File: config.mk
export PLATFORM = sky130hd
export DESIGN_NAME = dcwl_config
export DESIGN_NICKNAME = d
export VERILOG_FILES = /design/src/shared/dcwl_pkg.sv /design/src/hdl/dcwl_config.sv
export SDC_FILE = /design/constraint.sdc
export NUM_CORES = 1
export LEC_CHECK = 0
export ABC_AREA = 1
export BUFFER_PORTS_ARGS = -buffer_cell sky130_fd_sc_hd__buf_2
export CAP_MARGIN = 40
export CORE_ASPECT_RATIO = 0.8
export CORE_MARGIN = 1
export CORE_UTILIZATION = 40
export CTS_BUF_LIST = sky130_fd_sc_hd__clkbuf_16
export DETAILED_ROUTE_END_ITERATION = 8
export HOLD_SLACK_MARGIN = 0.1
export PLACE_DENSITY = 0.62
export SYNTH_ARGS = -nofsm -noshare
export SYNTH_HDL_FRONTEND = slang
export SYNTH_SLANG_ARGS = --single-unit
File: constraint.sdc
create_clock -name i_sys_clk -period 4.1 [get_ports i_sys_clk]
set_input_delay 0.205 -clock i_sys_clk [delete_from_list [all_inputs] [get_ports i_sys_clk]]
set_output_delay 0.205 -clock i_sys_clk [all_outputs]
set_load 0.005 [all_outputs]
File: src/shared/dcwl_pkg.sv
package dcwl_pkg;

  // Register map (word offsets chosen for this block)
  localparam logic [3:0] ADDR_PLL_CFG     = 4'h0;
  localparam logic [3:0] ADDR_USB_PIN_CFG = 4'h1;
  localparam logic [3:0] ADDR_LOCK_CTRL   = 4'h2;
  localparam logic [3:0] ADDR_IDENTITY    = 4'h3;
  localparam logic [3:0] ADDR_UNLOCK      = 4'h4;
  localparam logic [3:0] ADDR_PIN_MAP     = 4'h5;
  localparam logic [3:0] ADDR_MOD_DIS     = 4'h6;

  // Unlock keys, written back to back to the unlock register
  localparam logic [31:0] UNLOCK_KEY1 = 32'haa99_6655;
  localparam logic [31:0] UNLOCK_KEY2 = 32'h5566_99aa;

  // Configuration word fields
  localparam int ODIV_LSB  = 16;
  localparam int UPLL_BIT  = 15;
  localparam int UIDIV_LSB = 8;
  localparam int MUL_LSB   = 4;
  localparam int IDIV_LSB  = 0;
  localparam int VBUS_BIT  = 31;
  localparam int USB_ID_PIN_BIT = 30;
  localparam int PM1W_BIT  = 29;
  localparam int MD1W_BIT  = 28;
  localparam int UID_LSB   = 0;

  // Lock control fields
  localparam int PMLOCK_BIT = 13;
  localparam int MDLOCK_BIT = 12;
  localparam int SCAN_BIT   = 3;
  localparam int TDO_BIT    = 0;
  localparam logic [31:0] LOCK_CTRL_ONES = 32'h0000_0006;

  localparam logic       SCAN_RST = 1'b1;
  localparam logic       TDO_RST  = 1'b1;
  localparam logic [3:0] REV_DEFAULT  = 4'h1;        // Arbitrary value
  localparam logic [27:0] PART_DEFAULT = 28'h0a5_5a01; // Arbitrary value

  typedef struct packed {
    logic [8:0] pll_out_divisor;
    logic       usb_pll_bypass;
    logic [3:0] usb_pll_in_divider;
    logic [4:0] pll_multiplier;
    logic [3:0] pll_in_divider;
  } dcwl_clk_cfg_t;

  typedef struct packed {
    logic        bus_power_pin_owner;
    logic        usb_id_pin_owner;
    logic        scan_port_enable;
    logic        two_wire_tdo_use;
  } dcwl_pin_ctl_t;

  typedef enum logic [2:0] {
    UNL_IDLE = 3'b001,
    UNL_KEY1 = 3'b010,
    UNL_OPEN = 3'b100
  } dcwl_unl_t;

  typedef struct packed {
    logic [31:0]   pll_cfg;
    logic [31:0]   usb_cfg;
    logic          pin_map_lock;
    logic          module_disable_lock;
    logic          scan_port_enable;
    logic          two_wire_tdo_use;
    logic          pin_map_done;
    logic          mod_dis_done;
    dcwl_unl_t     unl;
    logic [31:0]   pin_map;
    logic [31:0]   mod_dis;
    logic [31:0]   rdata;
    dcwl_clk_cfg_t clk;
    dcwl_pin_ctl_t pins;
  } dcwl_state_t;

endpackage : dcwl_pkg

File: src/hdl/dcwl_config.sv
`timescale 1ns/1ns
// Behaviour
// - Output divisor code 0..7 gives 1,2,4,8,16,32,64,256.
// - USB PLL bit set bypasses the USB PLL; clear enables it.
// - USB PLL input divider code gives 1,2,3,4,5,6,10,12.
// - Multiplier code gives 15,16,17,18,19,20,21,24.
// - System PLL input divider code gives 1,2,3,4,5,6,10,12.
// - Bit 31 set gives the bus-power pin to the USB module.
// - Bit 30 set gives the USB id pin to the USB module.
// - Bit 29 set allows only one pin-map reconfiguration.
// - Bit 28 set allows only one module-disable reconfiguration.
// - Low sixteen bits of the USB word hold a readable user identifier.
// - Pin-map lock set blocks pin-map register writes.
// - Module-disable lock set blocks module-disable register writes.
// - Lock bits change only after the unlock sequence.
// - Scan port enable bit, reset one, enables the scan port.
// - Tdo-use bit, reset one, selects tdo in two-wire mode.
// - Lock register unimplemented bits read zero, bits 2-1 read one.
// - Identity register is read-only: revision 31-28, part 27-0.
// - USB PLL settings honoured only on USB-capable variants.
module dcwl_config #(
  parameter logic USB_CAPABLE = 1'b1
) (
  input  wire logic                   i_sys_clk,
  input  wire logic                   i_rstn,
  input  wire logic                   i_ce,
  input  wire logic [31:0]            i_nv_pll_word,
  input  wire logic [31:0]            i_nv_usb_word,
  input  wire logic [3:0]             i_addr,
  input  wire logic [31:0]            i_wdata,
  input  wire logic                   i_wr,
  input  wire logic                   i_rd,
  output logic [31:0]                 o_rdata,
  output dcwl_pkg::dcwl_clk_cfg_t     o_clk_cfg,
  output dcwl_pkg::dcwl_pin_ctl_t     o_pin_ctl,
  output logic                        o_pin_map_one_shot,
  output logic                        o_module_disable_one_shot,
  output logic                        o_pin_map_lock,
  output logic                        o_module_disable_lock,
  output logic [31:0]                 o_pin_map_registers,
  output logic [31:0]                 o_module_disable_registers
);

  ////////////////////////////////////////////////////////////////////////////
  function automatic logic [8:0] odiv_dec(input logic [2:0] c);
    case (c)
      3'h0:    odiv_dec = 9'h001;
      3'h1:    odiv_dec = 9'h002;
      3'h2:    odiv_dec = 9'h004;
      3'h3:    odiv_dec = 9'h008;
      3'h4:    odiv_dec = 9'h010;
      3'h5:    odiv_dec = 9'h020;
      3'h6:    odiv_dec = 9'h040;
      default: odiv_dec = 9'h100;
    endcase
  endfunction : odiv_dec

  // Shared by both input dividers
  function automatic logic [3:0] idiv_dec(input logic [2:0] c);
    case (c)
      3'h6:    idiv_dec = 4'ha;
      3'h7:    idiv_dec = 4'hc;
      default: idiv_dec = 4'(c) + 4'h1;
    endcase
  endfunction : idiv_dec

  function automatic logic [4:0] mul_dec(input logic [2:0] c);
    case (c)
      3'h7:    mul_dec = 5'h18;
      default: mul_dec = 5'(c) + 5'h0f;
    endcase
  endfunction : mul_dec

  ////////////////////////////////////////////////////////////////////////////
  dcwl_pkg::dcwl_state_t state_reg;
  dcwl_pkg::dcwl_state_t state_next;
  logic                  unlocked;
  logic                  pin_map_wr_ok;
  logic                  mod_dis_wr_ok;

  assign unlocked = (state_reg.unl == dcwl_pkg::UNL_OPEN);

  always_comb
  begin
    state_next = state_reg;
    // A one-shot bit makes the lock sticky once set again after one clear
    pin_map_wr_ok = !state_reg.pin_map_lock;
    mod_dis_wr_ok = !state_reg.module_disable_lock;

    case (state_reg.unl)
      dcwl_pkg::UNL_IDLE:
      begin
        if (i_wr && i_addr == dcwl_pkg::ADDR_UNLOCK && i_wdata == dcwl_pkg::UNLOCK_KEY1)
          state_next.unl = dcwl_pkg::UNL_KEY1;
      end
      dcwl_pkg::UNL_KEY1:
      begin
        // Second key must come on the very next bus write
        if (i_wr)
          state_next.unl = (i_addr == dcwl_pkg::ADDR_UNLOCK &&
                            i_wdata == dcwl_pkg::UNLOCK_KEY2) ?
                           dcwl_pkg::UNL_OPEN : dcwl_pkg::UNL_IDLE;
      end
      dcwl_pkg::UNL_OPEN:
      begin
        // Window closes after any one write so it cannot be left open
        if (i_wr)
          state_next.unl = dcwl_pkg::UNL_IDLE;
      end
      default: state_next.unl = dcwl_pkg::UNL_IDLE;
    endcase

    if (i_wr)
    begin
      case (i_addr)
        dcwl_pkg::ADDR_LOCK_CTRL:
        begin
          state_next.scan_port_enable = i_wdata[dcwl_pkg::SCAN_BIT];
          state_next.two_wire_tdo_use = i_wdata[dcwl_pkg::TDO_BIT];
          if (unlocked)
          begin
            if (!(state_reg.usb_cfg[dcwl_pkg::PM1W_BIT] && state_reg.pin_map_done &&
                  state_reg.pin_map_lock))
              state_next.pin_map_lock = i_wdata[dcwl_pkg::PMLOCK_BIT];
            if (!(state_reg.usb_cfg[dcwl_pkg::MD1W_BIT] && state_reg.mod_dis_done &&
                  state_reg.module_disable_lock))
              state_next.module_disable_lock = i_wdata[dcwl_pkg::MDLOCK_BIT];
            if (state_reg.pin_map_lock && !i_wdata[dcwl_pkg::PMLOCK_BIT])
              state_next.pin_map_done = 1'b1;
            if (state_reg.module_disable_lock && !i_wdata[dcwl_pkg::MDLOCK_BIT])
              state_next.mod_dis_done = 1'b1;
          end
          // Relocking after the single allowed reconfiguration is permanent
          if (unlocked && state_reg.pin_map_done && state_reg.usb_cfg[dcwl_pkg::PM1W_BIT] &&
              !state_reg.pin_map_lock)
            state_next.pin_map_lock = i_wdata[dcwl_pkg::PMLOCK_BIT];
          if (unlocked && state_reg.mod_dis_done && state_reg.usb_cfg[dcwl_pkg::MD1W_BIT] &&
              !state_reg.module_disable_lock)
            state_next.module_disable_lock = i_wdata[dcwl_pkg::MDLOCK_BIT];
        end
        dcwl_pkg::ADDR_PIN_MAP:
        begin
          if (pin_map_wr_ok)
            state_next.pin_map = i_wdata;
        end
        dcwl_pkg::ADDR_MOD_DIS:
        begin
          if (mod_dis_wr_ok)
            state_next.mod_dis = i_wdata;
        end
        default: state_next.pin_map = state_reg.pin_map;
      endcase
    end

    state_next.rdata = '0;
    if (i_rd)
    begin
      case (i_addr)
        dcwl_pkg::ADDR_PLL_CFG:     state_next.rdata = state_reg.pll_cfg;
        dcwl_pkg::ADDR_USB_PIN_CFG: state_next.rdata = state_reg.usb_cfg;
        dcwl_pkg::ADDR_LOCK_CTRL:
        begin
          state_next.rdata = dcwl_pkg::LOCK_CTRL_ONES;
          state_next.rdata[dcwl_pkg::PMLOCK_BIT] = state_reg.pin_map_lock;
          state_next.rdata[dcwl_pkg::MDLOCK_BIT] = state_reg.module_disable_lock;
          state_next.rdata[dcwl_pkg::SCAN_BIT] = state_reg.scan_port_enable;
          state_next.rdata[dcwl_pkg::TDO_BIT] = state_reg.two_wire_tdo_use;
        end
        dcwl_pkg::ADDR_IDENTITY:
          state_next.rdata = {dcwl_pkg::REV_DEFAULT, dcwl_pkg::PART_DEFAULT};
        dcwl_pkg::ADDR_PIN_MAP:     state_next.rdata = state_reg.pin_map;
        dcwl_pkg::ADDR_MOD_DIS:     state_next.rdata = state_reg.mod_dis;
        default:                    state_next.rdata = '0;
      endcase
    end

    // Decoded clock settings
    state_next.clk.pll_out_divisor =
      odiv_dec(state_reg.pll_cfg[dcwl_pkg::ODIV_LSB +: 3]);
    state_next.clk.pll_multiplier =
      mul_dec(state_reg.pll_cfg[dcwl_pkg::MUL_LSB +: 3]);
    state_next.clk.pll_in_divider =
      idiv_dec(state_reg.pll_cfg[dcwl_pkg::IDIV_LSB +: 3]);
    // Non-USB variants report the USB PLL bypassed with a divide of one
    state_next.clk.usb_pll_bypass =
      USB_CAPABLE ? state_reg.pll_cfg[dcwl_pkg::UPLL_BIT] : 1'b1;
    state_next.clk.usb_pll_in_divider = USB_CAPABLE ?
      idiv_dec(state_reg.pll_cfg[dcwl_pkg::UIDIV_LSB +: 3]) : 4'h1;
    state_next.pins.bus_power_pin_owner = state_reg.usb_cfg[dcwl_pkg::VBUS_BIT];
    state_next.pins.usb_id_pin_owner = state_reg.usb_cfg[dcwl_pkg::USB_ID_PIN_BIT];
    state_next.pins.scan_port_enable = state_reg.scan_port_enable;
    state_next.pins.two_wire_tdo_use = state_reg.two_wire_tdo_use;
  end

  ////////////////////////////////////////////////////////////////////////////
  // Words are loaded only at reset, so runtime writes cannot disturb them
  always_ff @(posedge i_sys_clk)
  begin
    if (!i_rstn)
    begin
      state_reg                  <= '0;
      state_reg.unl              <= dcwl_pkg::UNL_IDLE;
      state_reg.scan_port_enable <= dcwl_pkg::SCAN_RST;
      state_reg.two_wire_tdo_use <= dcwl_pkg::TDO_RST;
      state_reg.pll_cfg          <= i_nv_pll_word;
      state_reg.usb_cfg          <= i_nv_usb_word;
    end
    else if (i_ce)
      state_reg <= state_next;
  end

  assign o_rdata                    = state_reg.rdata;
  assign o_clk_cfg                  = state_reg.clk;
  assign o_pin_ctl                  = state_reg.pins;
  assign o_pin_map_one_shot         = state_reg.usb_cfg[dcwl_pkg::PM1W_BIT];
  assign o_module_disable_one_shot  = state_reg.usb_cfg[dcwl_pkg::MD1W_BIT];
  assign o_pin_map_lock             = state_reg.pin_map_lock;
  assign o_module_disable_lock      = state_reg.module_disable_lock;
  assign o_pin_map_registers        = state_reg.pin_map;
  assign o_module_disable_registers = state_reg.mod_dis;

endmodule : dcwl_config

## Word level (Yosys, flattened, before mapping)

Index checks and enable logic that the tools add are counted.

- Flip-flop bits (word level): 196
- Input bits: 105
- Output and inout port bits: 127

- Add/subtract/negate cells: 3
- Equality and inequality tests: 27
- Multiplexer cells: 28
- Bitwise gates (word level): 2
- Reduce and logical (&&, ||, !) cells: 31

Operators with widths:

| operator | number |
|---|---|
| 196-bit two-way mux | 1 |
| 32-bit one-hot mux with 6 select lines | 1 |
| 32-bit two-way mux | 5 |
| 132-bit two-way mux | 1 |
| 64-bit two-way mux | 1 |
| 9-bit one-hot mux with 7 select lines | 1 |
| 32-bit by 31-bit equality test with 1-bit output (second input constant) | 1 |
| 32-bit equality test (second input constant) | 1 |
| 3-bit equality test (second input constant) | 9 |
| 5-bit AND reduction | 4 |
| 4-bit one-hot mux with 2 select lines | 2 |
| 1-bit logical AND | 15 |
| 4-bit by 3-bit equality test with 1-bit output (second input constant) | 3 |
| 3-bit two-way mux | 4 |
| 6-bit two-way mux | 2 |
| 4-bit AND reduction | 3 |
| 3-bit by 2-bit equality test with 1-bit output (second input constant) | 3 |
| 3-bit one-hot mux with 3 select lines | 1 |
| 3-bit by 1-bit adder with 4-bit output (second input constant) | 2 |
| 4-bit by 2-bit equality test with 1-bit output (second input constant) | 2 |
| 3-bit by 1-bit equality test with 1-bit output (second input constant) | 2 |
| 1-bit two-way mux | 6 |
| 2-bit != test (second input constant) | 3 |
| 3-bit by 4-bit adder with 5-bit output (second input constant) | 1 |
| 10 further kinds | 17 |

## Longest topological paths before layout

Gate-level depths: netlist of the first run.

- Depth after elaboration: 9
- Depth in mapped cells: 11
- Mapped depth without buffers: 10

## Least setup slack after synthesis of the first run

OpenSTA, ideal clock, no wires.

- Path kind: in2reg
- Start point: input i_rstn
- End point: register state_reg, in the netlist o_module_disable_one_shot (enable)
- Data arrival time: 2.488 ns
- Path slack: 1.159 ns
- Stages: 3
- Path through: inv_1 > clkbuf_1 > clkbuf_1

RTL lines:

| what | line | source |
|---|---|---|
| from (decl) | dcwl_config.sv:25 | `input wire logic i_rstn,` |
| to (signal assigned) | dcwl_config.sv:209 | `state_reg <= state_next;` |
| to (decl) | dcwl_config.sv:75 | `dcwl_pkg::dcwl_state_t state_reg;` |

No word-level cell between the ends.

## Final worst setup path of the first run

- Start point: input i_addr[2]
- End point: register state_reg, in the netlist o_rdata[22]

- Word-level cells in the longest chain between the ends: 3
- Elaborated cells on any way between the ends: 8
- Those cells by class: eq/ne (5); mux (2); reduce/logical (1)

RTL lines:

| what | line | source |
|---|---|---|
| from (decl) | dcwl_config.sv:29 | `input wire logic [3:0] i_addr,` |
| 4-bit by 3-bit equality test with 1-bit output (tied with other cells) | dcwl_config.sv:158 | `case (i_addr)` |
| 32-bit one-hot mux with 6 select lines (*) | dcwl_config.sv:158 |  |
| 32-bit two-way mux (*) | dcwl_config.sv:156 | `if (i_rd)` |

Mark *: on every way between the ends. The rest lies on a longest branch, timed or not.
A chain may end at the register's enable or synchronous reset.

==> results.sh, run 1 <==
export IMPL_crit_chain="buf_2 > inv_1 > nor2_1 > nand2_1 > inv_1 > buf_4 > nand2_1 > o21ai_0 > o21ai_1 > a21oi_1"
export IMPL_worstPathRequired_ps=4470
export IMPL_wl_um=28640
export IMPL_drc=0
export IMPL_slowest_delay_ps=530
export IMPL_tns_ps=0
export IMPL_wl_per_cell_um=17.09
export IMPL_drtIter0Drc=696
export IMPL_grt_util_all_layers_pct=24.24
export IMPL_setup_violations=0
export IMPL_worstHoldPathType="in -> reg"
export IMPL_die_area_um2=23870
export IMPL_fillers=2212
export IMPL_final_common_cell="nand2_1"
export IMPL_cts_tree="built"
export IMPL_core_um2=22620
export IMPL_grt_max_degree=72
export IMPL_status="completed"
export IMPL_rsz0062_at_grt="no"
export IMPL_root_buffer="clkbuf_16"
export IMPL_die_w_um=172.5
export IMPL_fin_util_pct=49.86
export IMPL_via_per_inst=4.928
export IMPL_cap_violations=0
export IMPL_relSlewSlack_pct=53.89
export IMPL_crit_slowest_cell="inv_1"
export IMPL_area_delta_synth_final_pct=21.25
export IMPL_avgSynthCellArea_um2=7.850
export IMPL_syn_area_um2=9303
export IMPL_synth_cell_types=31
export IMPL_die_y_um=138.4
export IMPL_seqCellArea_um2=4544
export IMPL_yosysSeqAreaShare_pct=48.85
export IMPL_crit_path_end_kind="flop"
export IMPL_power_density_nw_per_um2=384.2
export IMPL_first_pass_iters=6
export IMPL_cp_max_fo=18
export IMPL_rows=49
export IMPL_synthCells=1185
export IMPL_diodes=0
export IMPL_dp_hpwl_um=20320
export IMPL_cp_startpoint="i_addr[2]"
export IMPL_path_buf_inv=4
export IMPL_start_util_pct=41.12
export IMPL_fin_crit_ps=1900
export IMPL_route_antenna_remaining_nets=0
export IMPL_cp_top_family="buffers and inverters"
export IMPL_worstPathArrival_ps=2270
export IMPL_period_share_pct=46.35
export IMPL_worstSkewPairLatency_ps=440
export IMPL_cts_sinks=195
export IMPL_hold_viol=0
export IMPL_synth_seq_cells=195
export IMPL_ioPinCount=232
export IMPL_htree_levels=4
export IMPL_antenna_found_initial=0
export IMPL_layout_common_cells="nand2_1, buf_2, nor2_1"
export IMPL_fin_skew_ps=12.61
export IMPL_io_buffers=230
export IMPL_dp_cells=1555
export IMPL_vias=8260
export IMPL_fin_cells=1676
export IMPL_fmaxAchievable_ghz=0.5262
export IMPL_worst_setup_path_start_kind="input port"
export IMPL_worstMarginPinSlew_ps=690.6
export IMPL_grt_pass1_vias=7636
export IMPL_maxSlewViolCount=0
export IMPL_final_layout_size_suffix_gt1_share_pct=21.02
export IMPL_cts_buffers=17
export IMPL_routabilityCongestion=0.8471
export IMPL_cts_clk_slew_worst_paths_ps=70
export IMPL_syn_num_nets=1295
export IMPL_multiInputGateArea_um2=3087
export IMPL_worstSetupPathType="in -> reg"
export IMPL_gr_total_overflow=0
export IMPL_cts_buffer_depth=2
export IMPL_whs_ps=121.0
export IMPL_p_leak_nw=5.324
export IMPL_timing_rr_start="o_pin_map_lock$_SDFFE_PN0P_"
export IMPL_yosysWarnings=0
export IMPL_ir_worst_vdd_mv=0.2635
export IMPL_finalNetCount=1467
export IMPL_largest_register_ffs=64
export IMPL_hp_start="i_nv_usb_word[11]"
export IMPL_grt_pass1_wl_um=44280
==> Yosys cell counts, drive strengths merged <==
| library cell | n | share of area (%) |
|---|---|---|
| nand3 | 26 | 1.5 |
| ha | 5 | 0.67 |
| a21oi | 104 | 5.6 |
| conb | 1 | 0.040 |
| nand2 | 239 | 9.7 |
| or2 | 1 | 0.067 |
| inv | 134 | 5.4 |
| nor3 | 4 | 0.39 |
| a31oi | 2 | 0.13 |
| nand3b | 2 | 0.16 |
| edfxtp | 64 | 21 |
| a22oi | 15 | 1.2 |
| dfxtp | 131 | 28 |
| o2111ai | 1 | 0.094 |
| nor2 | 148 | 6.1 |
| o211ai | 3 | 0.24 |
| o211a | 2 | 0.22 |
| a32oi | 1 | 0.094 |
| clkbuf | 29 | 1.2 |
| nand4 | 20 | 1.3 |
| buf | 148 | 11 |
| o21ai | 105 | 5.6 |
==> layout make-up <==
| type | count | area share, % |
|---|---|---|
| clock inverters | 14 | 1.220 |
| multi-input cells | 679 | 27.37 |
| repair buffers | 330 | 19.26 |
| well taps | 306 | 3.394 |
| flip-flops and latches | 195 | 40.29 |
| clock buffers | 18 | 3.993 |
| inverters | 134 | 4.481 |
==> routing by layer <==
metal	vias up	part of all wire, %	global-route usage (%)
met5	-	0	0
met4	0	1.6	6.297
met3	36	8.4	5.446
met2	400	40	33.51
met1	3796	50	37.34
li1	4028	-	-
==> metrics by stage <==
stage	cell area, um2	total power, mW	worst slack, ps
floorplan	9303	2.454	1159
global placement	9733	2.597	1855
detailed placement	9801	2.608	1855
CTS	11280	4.346	2296
global route	11280	4.506	2084
finish	11280	4.333	2200
==> logic make-up after synthesis <==
kind of cell | after synthesis | synth area share, %
adder cells (fa/ha/maj) | 5 | 0.6725
flip-flops | 195 | 48.85
buffers and inverters | 311 | 18.04
AND/OR/NAND/NOR | 440 | 19.17
other | 1 | 0.04031
AO/OA/AOI/OAI | 233 | 13.23
==> tightest hold or removal path: stages <==
cell	delay, ps
buf_2	100
inv_1	40
nor2_1	50
==> power breakdown <==
part | internal (mW) | switching [mW]
clock | 0.894 | 0.804
combinational | 0.205 | 0.279
sequential | 2.09 | 0.0600
==> worst paths after layout <==
path                                                        endpoint  slack [ps]  depth (start not counted)
worst max-delay path                        o_rdata[22]$_SDFFE_PN0P_        2200                         10
worst min-delay path                       state_next[143]$_DFFE_PN_         120                          3
worst max register to register  o_pin_map_registers[24]$_SDFFE_PN0P_        2450                          5
worst min register to register           state_reg[127]$_SDFFE_PN0P_         460                          2
==> timing repair <==
action,CTS,global route
hold endpoints to repair,114,0
endpoints found under the setup margin,0,0
hold buffers,89,0
buffers inserted,0,0
gates resized for setup,0,0
No activity file was read; power rests on OpenSTA's default activity.
==> run 2, diff against run 1 <==
--- a/config.mk
+++ b/config.mk
@@ -14,7 +14,7 @@
 export CTS_BUF_LIST = sky130_fd_sc_hd__clkbuf_16
 export DETAILED_ROUTE_END_ITERATION = 8
 export HOLD_SLACK_MARGIN = 0.1
-export PLACE_DENSITY = 0.62
+export PLACE_DENSITY = 0.64
 export SYNTH_ARGS = -nofsm -noshare
 export SYNTH_HDL_FRONTEND = slang
 export SYNTH_SLANG_ARGS = --single-unit
==> constraint.sdc (replaced) <==
create_clock -name i_sys_clk -period 1.56 [get_ports i_sys_clk]
set_input_delay 0.078 -clock i_sys_clk [delete_from_list [all_inputs] [get_ports i_sys_clk]]
set_output_delay 0.078 -clock i_sys_clk [all_outputs]
set_load 0.005 [all_outputs]
==> results.sh, run 2 (synthesis gave the netlist of run 1 again) <==
export IMPL_timing_rr_start="state_next[169]$_DFFE_PN_"
export IMPL_cp_startpoint="i_wr"
export IMPL_grt_pass1_vias=7784
export IMPL_io_buffers=230
export IMPL_cts_tree="built"
export IMPL_wl_per_cell_um=16.90
export IMPL_antenna_found_initial=1
export IMPL_cts_buffers=17
export IMPL_fmaxAchievable_ghz=0.7015
export IMPL_worstHoldPathType="in -> reg"
export IMPL_largest_register_ffs=64
export IMPL_die_y_um=138.4
export IMPL_p_leak_nw=5.588
export IMPL_hold_viol=0
export IMPL_finalNetCount=1515
export IMPL_ir_worst_vdd_mv=0.6864
export IMPL_grt_util_all_layers_pct=24.40
export IMPL_first_pass_iters=5
export IMPL_crit_path_end_kind="flop"
export IMPL_maxSlewViolCount=0
export IMPL_fin_util_pct=52.19
export IMPL_cts_clk_slew_worst_paths_ps=70
export IMPL_rows=49
export IMPL_cts_setup_buffers=0
export IMPL_grt_max_degree=67
export IMPL_worstPathArrival_ps=1760
export IMPL_gr_total_overflow=0
export IMPL_fin_skew_ps=7.822
export IMPL_routabilityCongestion=0.9354
export IMPL_via_per_inst=4.870
export IMPL_drc=0
export IMPL_power_mw=11.57
export IMPL_crit_chain="dlygate4sd3_1 > buf_2 > nand2_1 > nor3_4 > buf_12 > inv_1 > o21ai_0 > a21oi_1"
export IMPL_dp_hpwl_um=21250
export IMPL_cts_buffer_depth=2
export IMPL_tns_ps=0
export IMPL_slowest_delay_ps=530
export IMPL_start_util_pct=41.12
export IMPL_hold_depth=4
export IMPL_final_layout_size_suffix_gt1_share_pct=23.13
export IMPL_final_common_cell="nand2_1"
export IMPL_hp_start="i_ce"
export IMPL_status="completed"
export IMPL_drtIter0Drc=721
export IMPL_power_density_nw_per_um2=979.7
export IMPL_vias=8400
export IMPL_min_to="state_reg[125]$_SDFFE_PN0P_"
export IMPL_cap_violations=0
export IMPL_reg2regPathDepth=4
export IMPL_area_delta_synth_final_pct=26.93
export IMPL_root_buffer="clkbuf_16"
export IMPL_fin_crit_ps=1426
export IMPL_worstSkewPairLatency_ps=440
export IMPL_worst_setup_path_start_kind="input port"
export IMPL_cp_max_fo=24
export IMPL_ioPinCount=232
export IMPL_route_antenna_remaining_nets=0
export IMPL_layout_common_cells="nand2_1, buf_2, nor2_1"
export IMPL_wl_um=29150
export IMPL_die_area_um2=23870
export IMPL_crit_slowest_cell="dlygate4sd3_1"
export IMPL_r2r_slack_ps=140
export IMPL_core_um2=22620
export IMPL_htree_levels=4
export IMPL_period_share_pct=91.38
export IMPL_die_w_um=172.5
export IMPL_worstReg2RegEnd="o_clk_cfg[6]$_SDFFE_PN0P_"
export IMPL_worstPathRequired_ps=1890
export IMPL_worstSetupPathType="in -> reg"
export IMPL_setup_violations=0
export IMPL_rsz0062_at_grt="no"
export IMPL_cts_sinks=195
export IMPL_grt_pass1_wl_um=44680
run 2: timing repair:
| item | in CTS | in global routing |
|---|---|---|
| hold endpoints to repair | 147 | 0 |
| setup endpoints to repair | 0 | 4 |
| hold buffers | 100 | 0 |
| gates resized for setup | 0 | 5 |
run 2: final cells by class:
cell class / count / area (um2)
Clock buffer: 17 / 425.4
Timing Repair Buffer: 378 / 2678
Sequential cell: 195 / 4544
Clock inverter: 15 / 167.7
Multi-Input combinational cell: 679 / 3102
Inverter: 134 / 505.5
Fill cell: 2103 / 10820
Antenna cell: 1 / 2.502
Tap cell: 306 / 382.9
run 2: metrics by stage:
step / instances / instance area [um2] / setup slack (ps) / hold slack (ps)
after detailed placement: 1592 / 10200 / 43.84 / 365.2
after global placement: 1592 / 10200 / 91.04 / 362.4
final: 1725 / 11810 / 134.4 / 114.4
after floorplan: 1185 / 9306 / 130.1 / 212.9
after CTS: 1724 / 11790 / 122.6 / 110.4
after global routing: 1725 / 11810 / 28.46 / 126.7
run 2: power breakdown:
group | internal, mW | switching [mW]
combinational | 0.613 | 0.776
clock | 2.41 | 2.13
sequential | 5.49 | 0.145
run 2: critical path, delay by kind of cell:
kind	cells	cell delay, ps
AO/OA/AOI/OAI	2	240
buffers and inverters	4	1010
AND/OR/NAND/NOR	2	420
run 2: routing by layer:
metal	track usage (%)	routed length (um)	up-vias
li1	-	-	4130
met1	37.04	14210	3865
met2	33.26	11710	376
met3	6.243	2717	29
met4	7.566	517	0
met5	0	0	-
run 2: how the worst max path moves through the flow:
stage | cells past startpoint | slack, ps | endpoint
floorplan | 3 | 130 | o_module_disable_one_shot$_DFFE_PN_
global placement | 7 | 90 | o_module_disable_registers[22]$_SDFFE_PN0P_
detailed placement | 7 | 40 | o_module_disable_registers[22]$_SDFFE_PN0P_
CTS | 5 | 120 | o_clk_cfg[1]$_SDFFE_PN0P_
global route | 12 | 30 | state_reg[123]$_SDFFE_PN1P_
finish | 8 | 130 | o_module_disable_registers[22]$_SDFFE_PN0P_
==> run 3, diff against run 2 <==
--- a/config.mk
+++ b/config.mk
@@ -8,7 +8,7 @@
 export ABC_AREA = 1
 export BUFFER_PORTS_ARGS = -buffer_cell sky130_fd_sc_hd__buf_2
 export CAP_MARGIN = 40
-export CORE_ASPECT_RATIO = 0.8
+export CORE_ASPECT_RATIO = 2
 export CORE_MARGIN = 1
 export CORE_UTILIZATION = 40
 export CTS_BUF_LIST = sky130_fd_sc_hd__clkbuf_16
==> results.sh, run 3 (synthesis gave the netlist of run 1 again) <==
export IMPL_worstHoldPathType="in -> reg"
export IMPL_fin_skew_ps=9.644
export IMPL_cp_startpoint="state_next[165]$_DFFE_PN_"
export IMPL_maxSlewViolCount=0
export IMPL_die_w_um=109.8
export IMPL_core_um2=22740
export IMPL_grt_max_degree=62
export IMPL_crit_path_end_kind="flop"
export IMPL_cts_sinks=195
export IMPL_worstPathArrival_ps=1900
export IMPL_power_mw=11.51
export IMPL_worstSetupPathType="reg -> reg"
export IMPL_gr_total_overflow=0
export IMPL_top_layer_used="met4"
export IMPL_cap_violations=0
export IMPL_hp_start="i_ce"
export IMPL_tns_ps=0
export IMPL_wl_met2_um=17180
export IMPL_area_delta_synth_final_pct=25.46
export IMPL_setup_violations=0
export IMPL_p_clk_share_pct=39.2
export IMPL_wl_um=30940
export IMPL_switching_share_pct=24.89
export IMPL_root_buffer="clkbuf_16"
export IMPL_p_int_mw=8.648
export IMPL_finalNetCount=1501
export IMPL_cts_tree="built"
export IMPL_route_antenna_remaining_nets=0
export IMPL_grt_util_all_layers_pct=26.60
export IMPL_ioPinCount=232
export IMPL_power_combinational_fraction_pct=11.7
export IMPL_start_util_pct=40.91
export IMPL_final_common_cell="nand2_1"
export IMPL_routed_wl_met3_um=1440
export IMPL_cts_buffers=17
export IMPL_diodes=0
export IMPL_ir_worst_vdd_mv=1.078
export IMPL_htree_levels=4
export IMPL_die_area_um2=23910
export IMPL_io_buffers=230
export IMPL_antenna_found_initial=0
export IMPL_fmaxAchievable_ghz=0.6697
export IMPL_largest_register_ffs=64
export IMPL_layout_common_cells="nand2_1, buf_2, nor2_1"
export IMPL_wl_per_cell_um=18.37
export IMPL_drc=0
export IMPL_drtIter0Drc=485
export IMPL_p_leak_nw=5.543
export IMPL_power_switching_mw=2.866
export IMPL_first_pass_iters=6
export IMPL_power_density_nw_per_um2=986.5
export IMPL_rsz0062_at_grt="no"
export IMPL_rows=78
export IMPL_worst_setup_path_start_kind="flop"
export IMPL_grt_pass1_vias=8120
export IMPL_wl_met1_um=10270
export IMPL_final_layout_size_suffix_gt1_share_pct=22.01
export IMPL_cp_max_fo=5
export IMPL_hold_viol=0
export IMPL_die_y_um=217.7
export IMPL_via_per_inst=4.991
export IMPL_dp_hpwl_um=22840
export IMPL_vias=8405
export IMPL_cts_buffer_depth=2
export IMPL_timing_rr_start="state_next[165]$_DFFE_PN_"
export IMPL_worstPathRequired_ps=1960
export IMPL_cts_setup_buffers=0
export IMPL_worstSkewPairLatency_ps=460
export IMPL_seq_power_share_pct=49.2
export IMPL_status="completed"
export IMPL_period_share_pct=95.72
export IMPL_fin_crit_ps=1493
export IMPL_cts_clk_slew_worst_paths_ps=70
export IMPL_grt_pass1_wl_um=45300
export IMPL_routabilityCongestion=0.8648
==> run 3: power groups by stage <==
stage	registers, mW	logic [mW]	clock network (mW)
floorplan	5.70	0.747	0
global placement	5.77	1.12	0
detailed placement	5.77	1.14	0
CTS	5.66	1.34	4.58
global route	5.68	1.50	4.77
finish	5.66	1.35	4.51
==> run 3: per-layer routing <==
metal | up-vias | GRT usage, %
met5 | - | 0
met4 | 0 | 17.82
met3 | 88 | 5.200
met2 | 286 | 49.75
met1 | 3931 | 25.10
li1 | 4100 | -
==> run 3: layout make-up <==
cell class	count	area [um2]
flip-flops and latches	195	4544
fillers	2158	11070
inverters	134	505.5
repair buffers	364	2580
clock buffers	21	525.5
clock inverters	11	78.83
well taps	280	350.3
multi-input cells	679	3087
==> run 3: repair_timing <==
item,4_1_cts,5_1_grt
gates resized for setup,0,0
hold endpoints to repair,142,0
hold buffers,98,0
==> run 3: final timing paths <==
path | end | slack (ps) | cells after the start
min | o_clk_cfg[19]$_SDFFE_PN0P_ | 170 | 4
min reg2reg | state_reg[126]$_SDFFE_PN0P_ | 450 | 2
max | o_clk_cfg[1]$_SDFFE_PN0P_ | 70 | 5
max reg2reg | o_clk_cfg[1]$_SDFFE_PN0P_ | 70 | 5
==> run 3: through the flow <==
stage	worst slack (ps)	hold WS (ps)	instances	utilization, %	instance area [um2]
after global placement	52.78	360.7	1554	44.35	10090
after detailed placement	44.28	364.2	1554	44.35	10090
after floorplan	130.1	212.9	1185	-	9306
final	66.73	169.3	1684	51.33	11670
after global routing	2.479	196.2	1684	51.33	11670
after CTS	139.6	153.8	1684	51.33	11670
==> run 3: critical path, cell delays in order, from the launching register on <==
cell	delay [ps]
edfxtp_1	490
ha_1	250
o21ai_0	260
inv_1	90
o21ai_0	190
o211a_1	160
